**config.mk**
```make
export PLATFORM = sky130hd
export DESIGN_NAME = exec_core
export DESIGN_NICKNAME = d
export VERILOG_FILES = /design/src/exec_pkg.sv /design/src/exec_core.sv /design/src/exec_decode.sv
export SDC_FILE = /design/constraint.sdc
export NUM_CORES = 1
export LEC_CHECK = 0
export ABC_CLOCK_PERIOD_IN_PS = 2200
export BUFFER_PORTS_ARGS = -buffer_cell sky130_fd_sc_hd__clkbuf_2
export CORE_ASPECT_RATIO = 0.5
export CORE_MARGIN = 1.5
export CORE_UTILIZATION = 47
export DETAILED_ROUTE_END_ITERATION = 6
export GPL_TIMING_DRIVEN = 0
export HOLD_SLACK_MARGIN = 0.05
export PLACE_DENSITY = 0.82
export SYNTH_ARGS = -nofsm -noshare
export SYNTH_HDL_FRONTEND = slang
export SYNTH_SLANG_ARGS = --single-unit
```
**constraint.sdc**
```tcl
create_clock -name I_SYS_CLK -period 2.2 [get_ports I_SYS_CLK]
set_input_delay 0.44 -clock I_SYS_CLK [delete_from_list [all_inputs] [get_ports I_SYS_CLK]]
set_output_delay 0.44 -clock I_SYS_CLK [all_outputs]
set_load 0.01 [all_outputs]
```
**src/exec_pkg.sv**
```systemverilog
// shared constants for the bit-test, clear, call and watchdog-clear execution block
// assumes 14-bit instruction words and an 8-bit data path
package exec_pkg;
  // ****************************************
  // instruction encodings
  // ****************************************
  localparam logic [3:0]  OP_SKIP_ONE_HI  = 4'h7;   // 01 11bb bfff ffff
  localparam logic [3:0]  OP_SKIP_ZERO_HI = 4'h6;   // 01 10bb bfff ffff
  localparam logic [6:0]  OP_CLEAR_FILE_REGISTER_OP_HI      = 7'h03;  // 00 0001 1fff ffff
  localparam logic [13:0] OP_CLEAR_ACCUMULATOR_OP         = 14'h0100;
  localparam logic [13:0] OP_WDOG_CLR     = 14'h0064;
  localparam logic [2:0]  OP_CALL_HI      = 3'h4;   // 10 0kkk kkkk kkkk
  localparam logic [13:0] OP_NOP          = 14'h0000;
  // ****************************************
  // field positions
  // ****************************************
  localparam int FILE_LSB  = 0;
  localparam int FILE_W    = 7;
  localparam int BIT_LSB   = 7;
  localparam int BIT_W     = 3;
  localparam int IMM_W     = 11;
  localparam int LATCH_LSB = 3;
  // ****************************************
  // status bit positions and reset values
  // ****************************************
  localparam int STAT_Z    = 2;
  localparam int STAT_PD_N = 3;
  localparam int STAT_TO_N = 4;
  localparam logic [7:0]  STATUS_RST  = 8'h18;
  localparam logic [7:0]  ZERO_BYTE   = 8'h00;
  localparam logic [12:0] PC_RST      = 13'h0000;
  localparam logic [7:0]  WDOG_RST    = 8'h00;
  typedef enum logic [1:0] {ST_RUN = 2'b00, ST_FLUSH = 2'b01} exec_state_t;
endpackage

```
**src/exec_core.sv**
```systemverilog
// execution of bit-test-skip, clear, call and watchdog-clear instructions
// assumes one instruction per I_SYS_CLK cycle, file read data valid combinationally
// Function
// - skip-when-one: bit set discards next instruction, runs nop, two cycles
// - skip-when-one: bit clear runs next normally; no flag changes
// - skip-when-zero: bit clear discards next, two cycles; bit set continues
// - clear-file writes 00h to file register and sets zero flag only
// - clear-accumulator loads 00h into working register, sets zero flag
// - call pushes pc plus one onto return stack head; no flags
// - call loads 11-bit immediate into pc bits 10..0
// - call fills pc bits 12..11 from latch bits 4..3
// - call takes two cycles; fetched instruction is flushed
// - watchdog clear zeroes watchdog counter and its prescaler
// - watchdog clear sets both active-low expiry and sleep flags
module exec_core (
  input  wire logic        I_SYS_CLK,
  input  wire logic        I_RST_N,
  input  wire logic [13:0] I_INSTR,
  input  wire logic [7:0]  I_FILE_RDATA,
  input  wire logic [7:0]  I_PC_HIGH_LATCH,
  input  wire logic        I_WDOG_TICK,
  output logic [12:0]      O_PC,
  output logic [6:0]       O_FILE_ADDR,
  output logic [7:0]       O_FILE_WDATA,
  output logic             O_FILE_WE,
  output logic [7:0]       O_ACC,
  output logic [7:0]       O_STATUS,
  output logic             O_PUSH,
  output logic [12:0]      O_RETURN_STACK_HEAD,
  output logic [7:0]       O_WATCHDOG_COUNTER,
  output logic [7:0]       O_WDOG_PRESCALER,
  output logic             O_FLUSH
);
  // ****************************************
  // decode
  // ****************************************
  logic        skip_one;
  logic        skip_zero;
  logic        clr_file;
  logic        clr_acc;
  logic        wdog_clr;
  logic        call_op;
  logic [6:0]  file_addr;
  logic [2:0]  bit_sel;
  logic [10:0] imm;

  exec_decode u_dec (
    .i_instr     (I_INSTR),
    .o_skip_one  (skip_one),
    .o_skip_zero (skip_zero),
    .o_clr_file  (clr_file),
    .o_clr_acc   (clr_acc),
    .o_wdog_clr  (wdog_clr),
    .o_call      (call_op),
    .o_file_addr (file_addr),
    .o_bit_sel   (bit_sel),
    .o_imm       (imm)
  );

  exec_pkg::exec_state_t state_q, state_d;
  logic [12:0] pc_q, pc_d;
  logic [7:0]  acc_q, acc_d;
  logic [7:0]  status_q, status_d;
  logic [12:0] head_q;
  logic [7:0]  wdog_q, pre_q;
  logic [7:0]  wdata_q;
  logic        push_q;

  // an instruction in the flush slot executes as a nop
  wire         active    = state_q == exec_pkg::ST_RUN;
  wire         sel_bit   = I_FILE_RDATA[bit_sel];
  wire         skip_take = active & ((skip_one & sel_bit) | (skip_zero & ~sel_bit));
  wire         do_call   = active & call_op;
  wire         do_clear_file_register_op   = active & clr_file;
  wire         do_clear_accumulator_op   = active & clr_acc;
  wire         do_wclr   = active & wdog_clr;
  wire [12:0]  pc_inc    = pc_q + 13'h0001;
  wire [12:0]  call_tgt  = {I_PC_HIGH_LATCH[exec_pkg::LATCH_LSB +: 2], imm};

  // ****************************************
  // next state
  // ****************************************
  // skip and call both spend a second cycle on a discarded fetch
  assign state_d = (skip_take | do_call) ? exec_pkg::ST_FLUSH : exec_pkg::ST_RUN;
  assign pc_d    = do_call ? call_tgt : pc_inc;
  assign acc_d   = do_clear_accumulator_op ? exec_pkg::ZERO_BYTE : acc_q;

  always_comb begin
    status_d = status_q;
    if (do_clear_file_register_op || do_clear_accumulator_op) begin
      status_d[exec_pkg::STAT_Z] = 1'b1;
    end
    if (do_wclr) begin
      status_d[exec_pkg::STAT_TO_N] = 1'b1;
      status_d[exec_pkg::STAT_PD_N] = 1'b1;
    end
  end

  // ****************************************
  // registers
  // ****************************************
  always_ff @(posedge I_SYS_CLK or negedge I_RST_N) begin
    if (!I_RST_N) begin
      state_q  <= exec_pkg::ST_RUN;
      pc_q     <= exec_pkg::PC_RST;
      acc_q    <= exec_pkg::ZERO_BYTE;
      status_q <= exec_pkg::STATUS_RST;
    end else begin
      state_q  <= state_d;
      pc_q     <= pc_d;
      acc_q    <= acc_d;
      status_q <= status_d;
    end
  end

  always_ff @(posedge I_SYS_CLK or negedge I_RST_N) begin
    if (!I_RST_N) begin
      head_q  <= exec_pkg::PC_RST;
      push_q  <= 1'b0;
      wdata_q <= exec_pkg::ZERO_BYTE;
    end else begin
      push_q  <= do_call;
      if (do_call) begin
        head_q <= pc_inc;
      end
      wdata_q <= exec_pkg::ZERO_BYTE;
    end
  end

  // watchdog: prescaler counts ticks, counter advances when prescaler wraps
  always_ff @(posedge I_SYS_CLK or negedge I_RST_N) begin
    if (!I_RST_N) begin
      wdog_q <= exec_pkg::WDOG_RST;
      pre_q  <= exec_pkg::WDOG_RST;
    end else if (do_wclr) begin
      wdog_q <= exec_pkg::WDOG_RST;
      pre_q  <= exec_pkg::WDOG_RST;
    end else if (I_WDOG_TICK) begin
      pre_q  <= pre_q + 8'h01;
      if (pre_q == 8'hff) begin
        wdog_q <= wdog_q + 8'h01;
      end
    end
  end

  // clear writes in its own cycle: a late write would steer the address
  // away from the operand that a following skip must read
  assign O_PC                = pc_q;
  assign O_FILE_ADDR         = file_addr;
  assign O_FILE_WDATA        = wdata_q;
  assign O_FILE_WE           = do_clear_file_register_op;
  assign O_ACC               = acc_q;
  assign O_STATUS            = status_q;
  assign O_PUSH              = push_q;
  assign O_RETURN_STACK_HEAD = head_q;
  assign O_WATCHDOG_COUNTER  = wdog_q;
  assign O_WDOG_PRESCALER    = pre_q;
  assign O_FLUSH             = state_q == exec_pkg::ST_FLUSH;

  // ****************************************
  // checks
  // ****************************************
  property p_skip_one;
    @(posedge I_SYS_CLK) disable iff (!I_RST_N)
    (active && skip_one && sel_bit) |=> O_FLUSH ##1 !O_FLUSH;
  endproperty
  a_skip_one: assert property (p_skip_one) else $error("skip on one missing");

  property p_skip_one_no;
    @(posedge I_SYS_CLK) disable iff (!I_RST_N)
    (active && skip_one && !sel_bit) |=> !O_FLUSH && $stable(O_STATUS);
  endproperty
  a_skip_one_no: assert property (p_skip_one_no) else $error("bad skip on zero bit");

  property p_skip_zero;
    @(posedge I_SYS_CLK) disable iff (!I_RST_N)
    (active && skip_zero) |=> (O_FLUSH == !$past(sel_bit)) && $stable(O_STATUS);
  endproperty
  a_skip_zero: assert property (p_skip_zero) else $error("skip on zero wrong");

  property p_clear_file_register_op;
    @(posedge I_SYS_CLK) disable iff (!I_RST_N)
    (active && clr_file) |-> (O_FILE_WE && O_FILE_WDATA == 8'h00
      && O_FILE_ADDR == I_INSTR[6:0]) ##1 O_STATUS[exec_pkg::STAT_Z];
  endproperty
  a_clear_file_register_op: assert property (p_clear_file_register_op) else $error("clear file failed");

  property p_no_write_flush;
    @(posedge I_SYS_CLK) disable iff (!I_RST_N)
    O_FLUSH |-> !O_FILE_WE;
  endproperty
  a_no_write_flush: assert property (p_no_write_flush) else $error("write in flush slot");

  property p_clear_accumulator_op;
    @(posedge I_SYS_CLK) disable iff (!I_RST_N)
    (active && clr_acc) |=> O_ACC == 8'h00 && O_STATUS[exec_pkg::STAT_Z]
      && O_STATUS[7:3] == $past(O_STATUS[7:3]) && O_STATUS[1:0] == $past(O_STATUS[1:0]);
  endproperty
  a_clear_accumulator_op: assert property (p_clear_accumulator_op) else $error("clear acc failed");

  property p_call_push;
    @(posedge I_SYS_CLK) disable iff (!I_RST_N)
    (active && call_op) |=> O_PUSH && O_RETURN_STACK_HEAD == $past(O_PC) + 13'h0001
      && $stable(O_STATUS);
  endproperty
  a_call_push: assert property (p_call_push) else $error("call push wrong");

  property p_call_pc;
    @(posedge I_SYS_CLK) disable iff (!I_RST_N)
    (active && call_op) |=> O_PC[10:0] == $past(imm)
      && O_PC[12:11] == $past(I_PC_HIGH_LATCH[4:3]);
  endproperty
  a_call_pc: assert property (p_call_pc) else $error("call target wrong");

  property p_call_flush;
    @(posedge I_SYS_CLK) disable iff (!I_RST_N)
    (active && call_op) |=> O_FLUSH ##1 (!O_FLUSH && !O_PUSH);
  endproperty
  a_call_flush: assert property (p_call_flush) else $error("call not two cycles");

  property p_wclr;
    @(posedge I_SYS_CLK) disable iff (!I_RST_N)
    (active && wdog_clr) |=> O_WATCHDOG_COUNTER == 8'h00 && O_WDOG_PRESCALER == 8'h00
      && O_STATUS[4:3] == 2'b11 && O_STATUS[2:0] == $past(O_STATUS[2:0])
      && O_STATUS[7:5] == $past(O_STATUS[7:5]);
  endproperty
  a_wclr: assert property (p_wclr) else $error("watchdog clear failed");
endmodule

```
**src/exec_decode.sv**
```systemverilog
// instruction field decoder for the execution block
// assumes a 14-bit instruction word, purely combinational
module exec_decode (
  input  wire logic [13:0] i_instr,
  output logic             o_skip_one,
  output logic             o_skip_zero,
  output logic             o_clr_file,
  output logic             o_clr_acc,
  output logic             o_wdog_clr,
  output logic             o_call,
  output logic [6:0]       o_file_addr,
  output logic [2:0]       o_bit_sel,
  output logic [10:0]      o_imm
);
  assign o_skip_one  = i_instr[13:10] == exec_pkg::OP_SKIP_ONE_HI;
  assign o_skip_zero = i_instr[13:10] == exec_pkg::OP_SKIP_ZERO_HI;
  assign o_clr_file  = i_instr[13:7] == exec_pkg::OP_CLEAR_FILE_REGISTER_OP_HI;
  assign o_clr_acc   = i_instr == exec_pkg::OP_CLEAR_ACCUMULATOR_OP;
  assign o_wdog_clr  = i_instr == exec_pkg::OP_WDOG_CLR;
  assign o_call      = i_instr[13:11] == exec_pkg::OP_CALL_HI;
  assign o_file_addr = i_instr[exec_pkg::FILE_LSB +: exec_pkg::FILE_W];
  assign o_bit_sel   = i_instr[exec_pkg::BIT_LSB +: exec_pkg::BIT_W];
  assign o_imm       = i_instr[exec_pkg::IMM_W-1:0];
endmodule

```
==> results of run 1 <==
-- per-layer routing --
layer	wire length, microns	vias up	track usage [%]
met4	73	0	8.102
met3	349	6	5.542
met2	2738	82	38.22
met1	2339	950	23.55
li1	-	1022	-
met5	0	-	0
-- through the flow --
stage | hold WS (ps) | power (uW) | cells | util [%] | setup slack, ps
after floorplan | 144.4 | 2001 | 274 | - | 213.0
after global placement | 460.8 | 2420 | 422 | 59.91 | 78.51
after detailed placement | 467.9 | 2478 | 422 | 59.91 | 46.76
after CTS | 360.0 | 3151 | 430 | 62.44 | 143.0
after global routing | 379.7 | 3336 | 430 | 62.44 | 51.97
final | 321.1 | 3144 | 430 | 62.44 | 121.3
-- final cells by class --
cell class | instances | share of cell area, %
buffer | 40 | 8.939
sequential | 45 | 36.73
clock inverter | 2 | 1.347
inverter | 5 | 0.6122
clock buffer | 6 | 2.694
tap | 70 | 2.857
timing repair buffer | 78 | 12.73
multi-input combinational | 184 | 34.08
-- logic make-up after synthesis --
family                   count (synthesis)  synth area share [%]
AND/OR/NAND/NOR                         97                 20.20
flip-flops                              45                 47.22
buffers and inverters                   45                 12.28
AO/OA/AOI/OAI                           36                 7.922
XOR/XNOR                                20                 7.345
multiplexers                             5                 3.148
adder cells (fa/ha/maj)                  3                 1.574
other                                    2                0.3149
-- cells in the final DEF, fill, tap and decap left out, types with 2 or more instances in the layout --
master,count
or4_1,2
nor2_1,27
xor2_1,7
clkbuf_2,78
or3_2,2
mux4_2,2
ha_1,3
mux2i_1,3
nor4_1,7
conb_1,23
o31ai_1,2
or3_1,2
inv_1,5
nand2_1,27
or2_2,2
o21ai_0,15
nand3_1,9
buf_4,31
dfrtp_1,45
clkbuf_8,6
nand4_1,5
a21oi_1,18
xnor2_1,13
clkbuf_1,8
nor3_1,7
-- critical path, stage by stage, from the launching register on --
cell	delay (ps)
dfrtp_1	420
ha_1	250
nand3_4	110
or3_1	410
buf_6	150
or4_1	500
a21oi_1	160
-- how the worst max path moves through the flow --
stage,start,cells past startpoint,to,slack [ps]
floorplan,O_WDOG_PRESCALER[0]$_DFFE_PN0P_,6,O_WATCHDOG_COUNTER[5]$_DFFE_PN0P_,210
global placement,I_INSTR[9],6,O_WDOG_PRESCALER[0]$_DFFE_PN0P_,80
detailed placement,I_INSTR[9],6,O_WDOG_PRESCALER[2]$_DFFE_PN0P_,50
CTS,O_WDOG_PRESCALER[0]$_DFFE_PN0P_,6,O_WATCHDOG_COUNTER[7]$_DFFE_PN0P_,140
global route,O_WDOG_PRESCALER[0]$_DFFE_PN0P_,6,O_WATCHDOG_COUNTER[5]$_DFFE_PN0P_,50
finish,O_WDOG_PRESCALER[0]$_DFFE_PN0P_,6,O_WATCHDOG_COUNTER[7]$_DFFE_PN0P_,120
-- flip-flops by register name (all words and copies together) (netlist names) --
name	cells
O_PC	13
O_WATCHDOG_COUNTER	8
state_q	1
O_WDOG_PRESCALER	8
O_PUSH	1
O_STATUS	1
O_RETURN_STACK_HEAD	13
-- power groups by stage --
| stage | Sequential [uW] | Clock (uW) | Combinational [uW] |
|---|---|---|---|
| finish | 1370 | 681 | 1100 |
| global route | 1410 | 716 | 1210 |
| CTS | 1370 | 684 | 1100 |
| detailed placement | 1380 | 0 | 1090 |
| global placement | 1360 | 0 | 1060 |
| floorplan | 1470 | 0 | 531 |
==> metrics, run 1 <==
Power Dens Cells between 1000 and 1500 nW/um^2; grt ovf 0; largest area contributor in the netlist dfrtp_1; fraction of layout cells with a size suffix above 1 a little over a third; Crit Reg-Reg Startpoint O_WDOG_PRESCALER[0]$_DFFE_PN0P_; Boundary Pins between 100 and 150; Seq/Total Area, Yosys about 47%; DR vias 2060; WL final roughly 5500 microns; switching share of power 37.78%; Area growth syn-to-layout 28.54%; share of the synthesized area in the top cell type between 40% and 50%; hold_buf cts 0; CTS root buf clkbuf_8; floorplan die width approximately 100 microns; synthesized cell area about 2400 sq um; async set-or-reset flop fraction in the synthesized netlist 100.0%; count of pins over their slew limit 0; Synth Flop Type dfrtp_1; critical path capture point type register; Placed Instance Area slightly below 3000 sq um; CTS H-tree lvls 2; DR WL/cell 12.79 microns; die footprint 5536 sq um; Worst Skew roughly 13 ps; Core ar. 4910 sq um; slew of the pin with the lowest slew margin 1086 ps; top cells by area, synth dfrtp_1 47%, buf_4 9.8%, xnor2_1 4.8%; DP Wirelength ~4200 microns; number of synthesis warnings 0; largest net degree at the start of global routing 46; Max-Cap Viols 0; Routed Antenna Nets 0; Final min period between 2000 and 2500 ps; global-route wire length before repair 8714 microns; slew margin rel. between 20% and 30%; part of the cycle the worst path needs 94.49%; TritonCTS clock tree built; most frequent cell after synthesis dfrtp_1; Syn Inst Count around 250; Arr. time, crit path around 2300 ps; outcome finished, final reports clean; Req. time, crit path ~2400 ps; Clock Tree Buf Depth 2; f_max just under 500 MHz; number of core rows 18; drc violations 0; Clk network pwr share a little over a fifth; CTS buffer count 5; Final Instance Area approximately 3000 sq um; reg2reg setup slack ~120 ps; Commonest cells post-synth 45 x dfrtp_1, 31 x buf_4, 27 x nand2_1, 27 x nor2_1, 18 x a21oi_1; Power Internal ~2000 uW; Reg area 1126 sq um; critical path launch point type register; Yosys reg bits 45; Final Hold Viols 0; Peak supply drop 0.4329 mV; Unique masters post-synth 32; CTS-repair resized insts 0; HP Class in -> async; Final Setup Violations 0; number of global-route vias before repair around 1.9k; sequential share of power between 40% and 50%; GRT Resource Usage Total roughly a fifth; reg-to-reg endpoint O_WATCHDOG_COUNTER[7]$_DFFE_PN0P_; initial antenna violation count 0; post-CTS setup buffers 0; clock net sink count 45; combinational fraction of design power 34.9%; Static Leak between 0.0015 and 0.002 uW; Via density between 4 and 5; n_diodes 0; r2r worst-path depth 6; crit path kind reg -> reg; count of input and output buffers around 80; switching power total between 1000 and 1500 uW; number of flops mapped to enable cells by yosys 0; multi-input logic area 1045 sq um; mean post-synth cell area about 9.4 sq um; drt first pass iters 4; gpl congestion approximately 0.84; fillcell total between 400 and 500; clk slew on worst S/H paths 100 ps; Final nets between 300 and 400; CP max FO 8; Die Height between 50 and 60 microns; Clock Latency Late Sink around 300 ps; RSZ-0062 raised after global routing no; Final TNS setup 0 ps; starting DRC count in detailed routing 79; Starting Density around 49%
No activity file was read; power rests on OpenSTA's default activity.
==> run 2: changes to the inputs <==
--- a/config.mk
+++ b/config.mk
@@ -9,11 +9,11 @@
 export BUFFER_PORTS_ARGS = -buffer_cell sky130_fd_sc_hd__clkbuf_2
 export CORE_ASPECT_RATIO = 0.5
 export CORE_MARGIN = 1.5
-export CORE_UTILIZATION = 47
+export CORE_UTILIZATION = 30
 export DETAILED_ROUTE_END_ITERATION = 6
 export GPL_TIMING_DRIVEN = 0
 export HOLD_SLACK_MARGIN = 0.05
-export PLACE_DENSITY = 0.82
+export PLACE_DENSITY = 0.57
 export SYNTH_ARGS = -nofsm -noshare
 export SYNTH_HDL_FRONTEND = slang
 export SYNTH_SLANG_ARGS = --single-unit
==> metrics, run 2 (same netlist as run 1, synthesis figures left out) <==
outcome finished, final reports clean; Via density 4.451 (-7.1%); die footprint 8526 sq um (+54%); CP max stage delay 500 ps (about the same); floorplan die width 129.1 microns (+24%); Final Hold Viols 0 (unchanged); f_max 486.0 MHz (+1.0%); CP max FO 8 (unchanged); grt ovf 0 (unchanged); Routed Antenna Nets 0 (unchanged); Worst Skew 6.042 ps (-7.048 ps); CTS buffer count 5 (unchanged); Boundary Pins 109 (unchanged); Req. time, crit path 2410 ps (about the same); hold_buf cts 0 (unchanged); initial antenna violation count 0 (unchanged); Peak supply drop 0.3554 mV (-18%); DR vias 2083 (+1.1%); Final Setup Violations 0 (unchanged); Clock Tree Buf Depth 2 (unchanged); CP top delay family simple AND/OR/NAND/NOR gates; clock net sink count 45 (unchanged); Final min period 2057 ps (-21.25 ps); Clock Latency Late Sink 290 ps (about the same); CTS-repair resized insts 0 (unchanged); post-CTS setup buffers 0 (unchanged); DP Wirelength 4385 microns (+4.3%); gpl congestion 0.7907 (-6.3%); count of pins over their slew limit 0 (unchanged); RSZ-0062 raised after global routing no; Arr. time, crit path 2260 ps (-40 ps); crit path kind reg -> reg; Die Height 66.05 microns (+24%); DR WL/cell 12.09 microns (-5.5%); part of the cycle the worst path needs 93.52% (-0.97 points); number of core rows 22 (+4); number of global-route vias before repair 2041 (+7.9%); CTS root buf clkbuf_16; starting DRC count in detailed routing 110 (+39%); Power Dens Cells 1077 nW/um^2 (+5.0%); final core occ 42.36% (-20 points); Starting Density 31.73% (-17 points); critical path capture point type register; global-route wire length before repair 9377 microns (+7.6%); drc violations 0 (unchanged); largest net degree at the start of global routing 46 (unchanged); Max stage delay cell, worst path or4_1; Final Instance Area 3183 sq um (+3.8%); clk slew on worst S/H paths 60 ps (-40 ps); Placed Instance Area 2989 sq um (+1.6%); Core ar. 7515 sq um (+53%); commonest non-fill, non-tap cell in the layout clkbuf_2; TritonCTS clock tree built; GRT Resource Usage Total 14.31% (-6.3 points); Static Leak 0.001596 uW (+2.0%); WL final 5659 microns (+2.9%); slew margin rel. 26.06% (-1.6 points); slew of the pin with the lowest slew margin 1109 ps (+23.40 ps); n_diodes 0 (unchanged); drt first pass iters 5 (+1); HP Class in -> async; Area growth syn-to-layout 33.47%; Max-Cap Viols 0 (unchanged); CTS H-tree lvls 2 (unchanged); critical path launch point type register; critical-path cell list ha_1 > nand3_4 > or3_1 > buf_6 > or4_1 > a21oi_1; Final nets 395 (unchanged); Crit path buffers/inverters 1 (unchanged); count of input and output buffers 78 (unchanged); fraction of layout cells with a size suffix above 1 35.00% (unchanged); most frequent cells in the layout 78 x clkbuf_2, 45 x dfrtp_1, 31 x buf_4
==> run 2: cell types whose count changed in the layout (fill, tap and decap cells not counted), sizes merged <==
cell,delta
bufinv,+1
clkbuf,-1
==> run 2: path summary, 6_finish.rpt <==
kind                                            startpoint                                end  slack [ps]  depth (start not counted)
setup / recovery           O_WDOG_PRESCALER[0]$_DFFE_PN0P_  O_WATCHDOG_COUNTER[5]$_DFFE_PN0P_         140                          6
hold / removal                                     I_RST_N                   O_PUSH$_DFF_PN0_         350                          1
setup reg to reg           O_WDOG_PRESCALER[0]$_DFFE_PN0P_  O_WATCHDOG_COUNTER[5]$_DFFE_PN0P_         140                          6
hold reg to reg                    O_STATUS[2]$_DFFE_PN0P_            O_STATUS[2]$_DFFE_PN0P_         470                          1
max in group asynchronous                          I_RST_N  O_WATCHDOG_COUNTER[6]$_DFFE_PN0P_        1160                          1
min in group I_SYS_CLK                          I_INSTR[1]                  O_PC[1]$_DFF_PN0_         390                          3
==> run 2: through the flow <==
stage          TNS, ps  setup WS [ps]  hold slack [ps]  std cells  power, uW
2_1_floorplan        0          213.0            144.4        274       2001
5_1_grt              0          57.56            396.8        468       3667
3_3_place_gp         0          7.854            453.5        460       2454
6_report             0          142.5            347.9        468       3427
4_1_cts              0          138.8            383.6        468       3479
3_5_place_dp    -160.9         -29.06            455.2        460       2484
==> run 2: area by class of cell <==
| class | instances | area, sq um |
|---|---|---|
| Clock inverter | 3 | 68.82 |
| Timing Repair Buffer | 78 | 390.4 |
| Fill cell | 766 | 4332 |
| Inverter | 5 | 18.77 |
| Tap cell | 108 | 135.1 |
| Buffer | 40 | 274.0 |
| Sequential cell | 45 | 1126 |
| Clock buffer | 5 | 125.1 |
| Multi-Input combinational cell | 184 | 1045 |
==> run 2: where the power goes <==
group          leakage (uW)  total, uW  switching [uW]  internal [uW]
Combinational      0.000946       1080             597            483
Clock             0.0000944        978             324            655
Sequential         0.000555       1370             270           1100
==> run 2: per-layer routing <==
layer	track usage, %	up-vias	wire length [microns]
li1	-	1030	-
met1	16.05	975	2302
met2	26.60	72	2818
met3	4.450	6	478
met4	3.792	0	59
met5	0	-	0
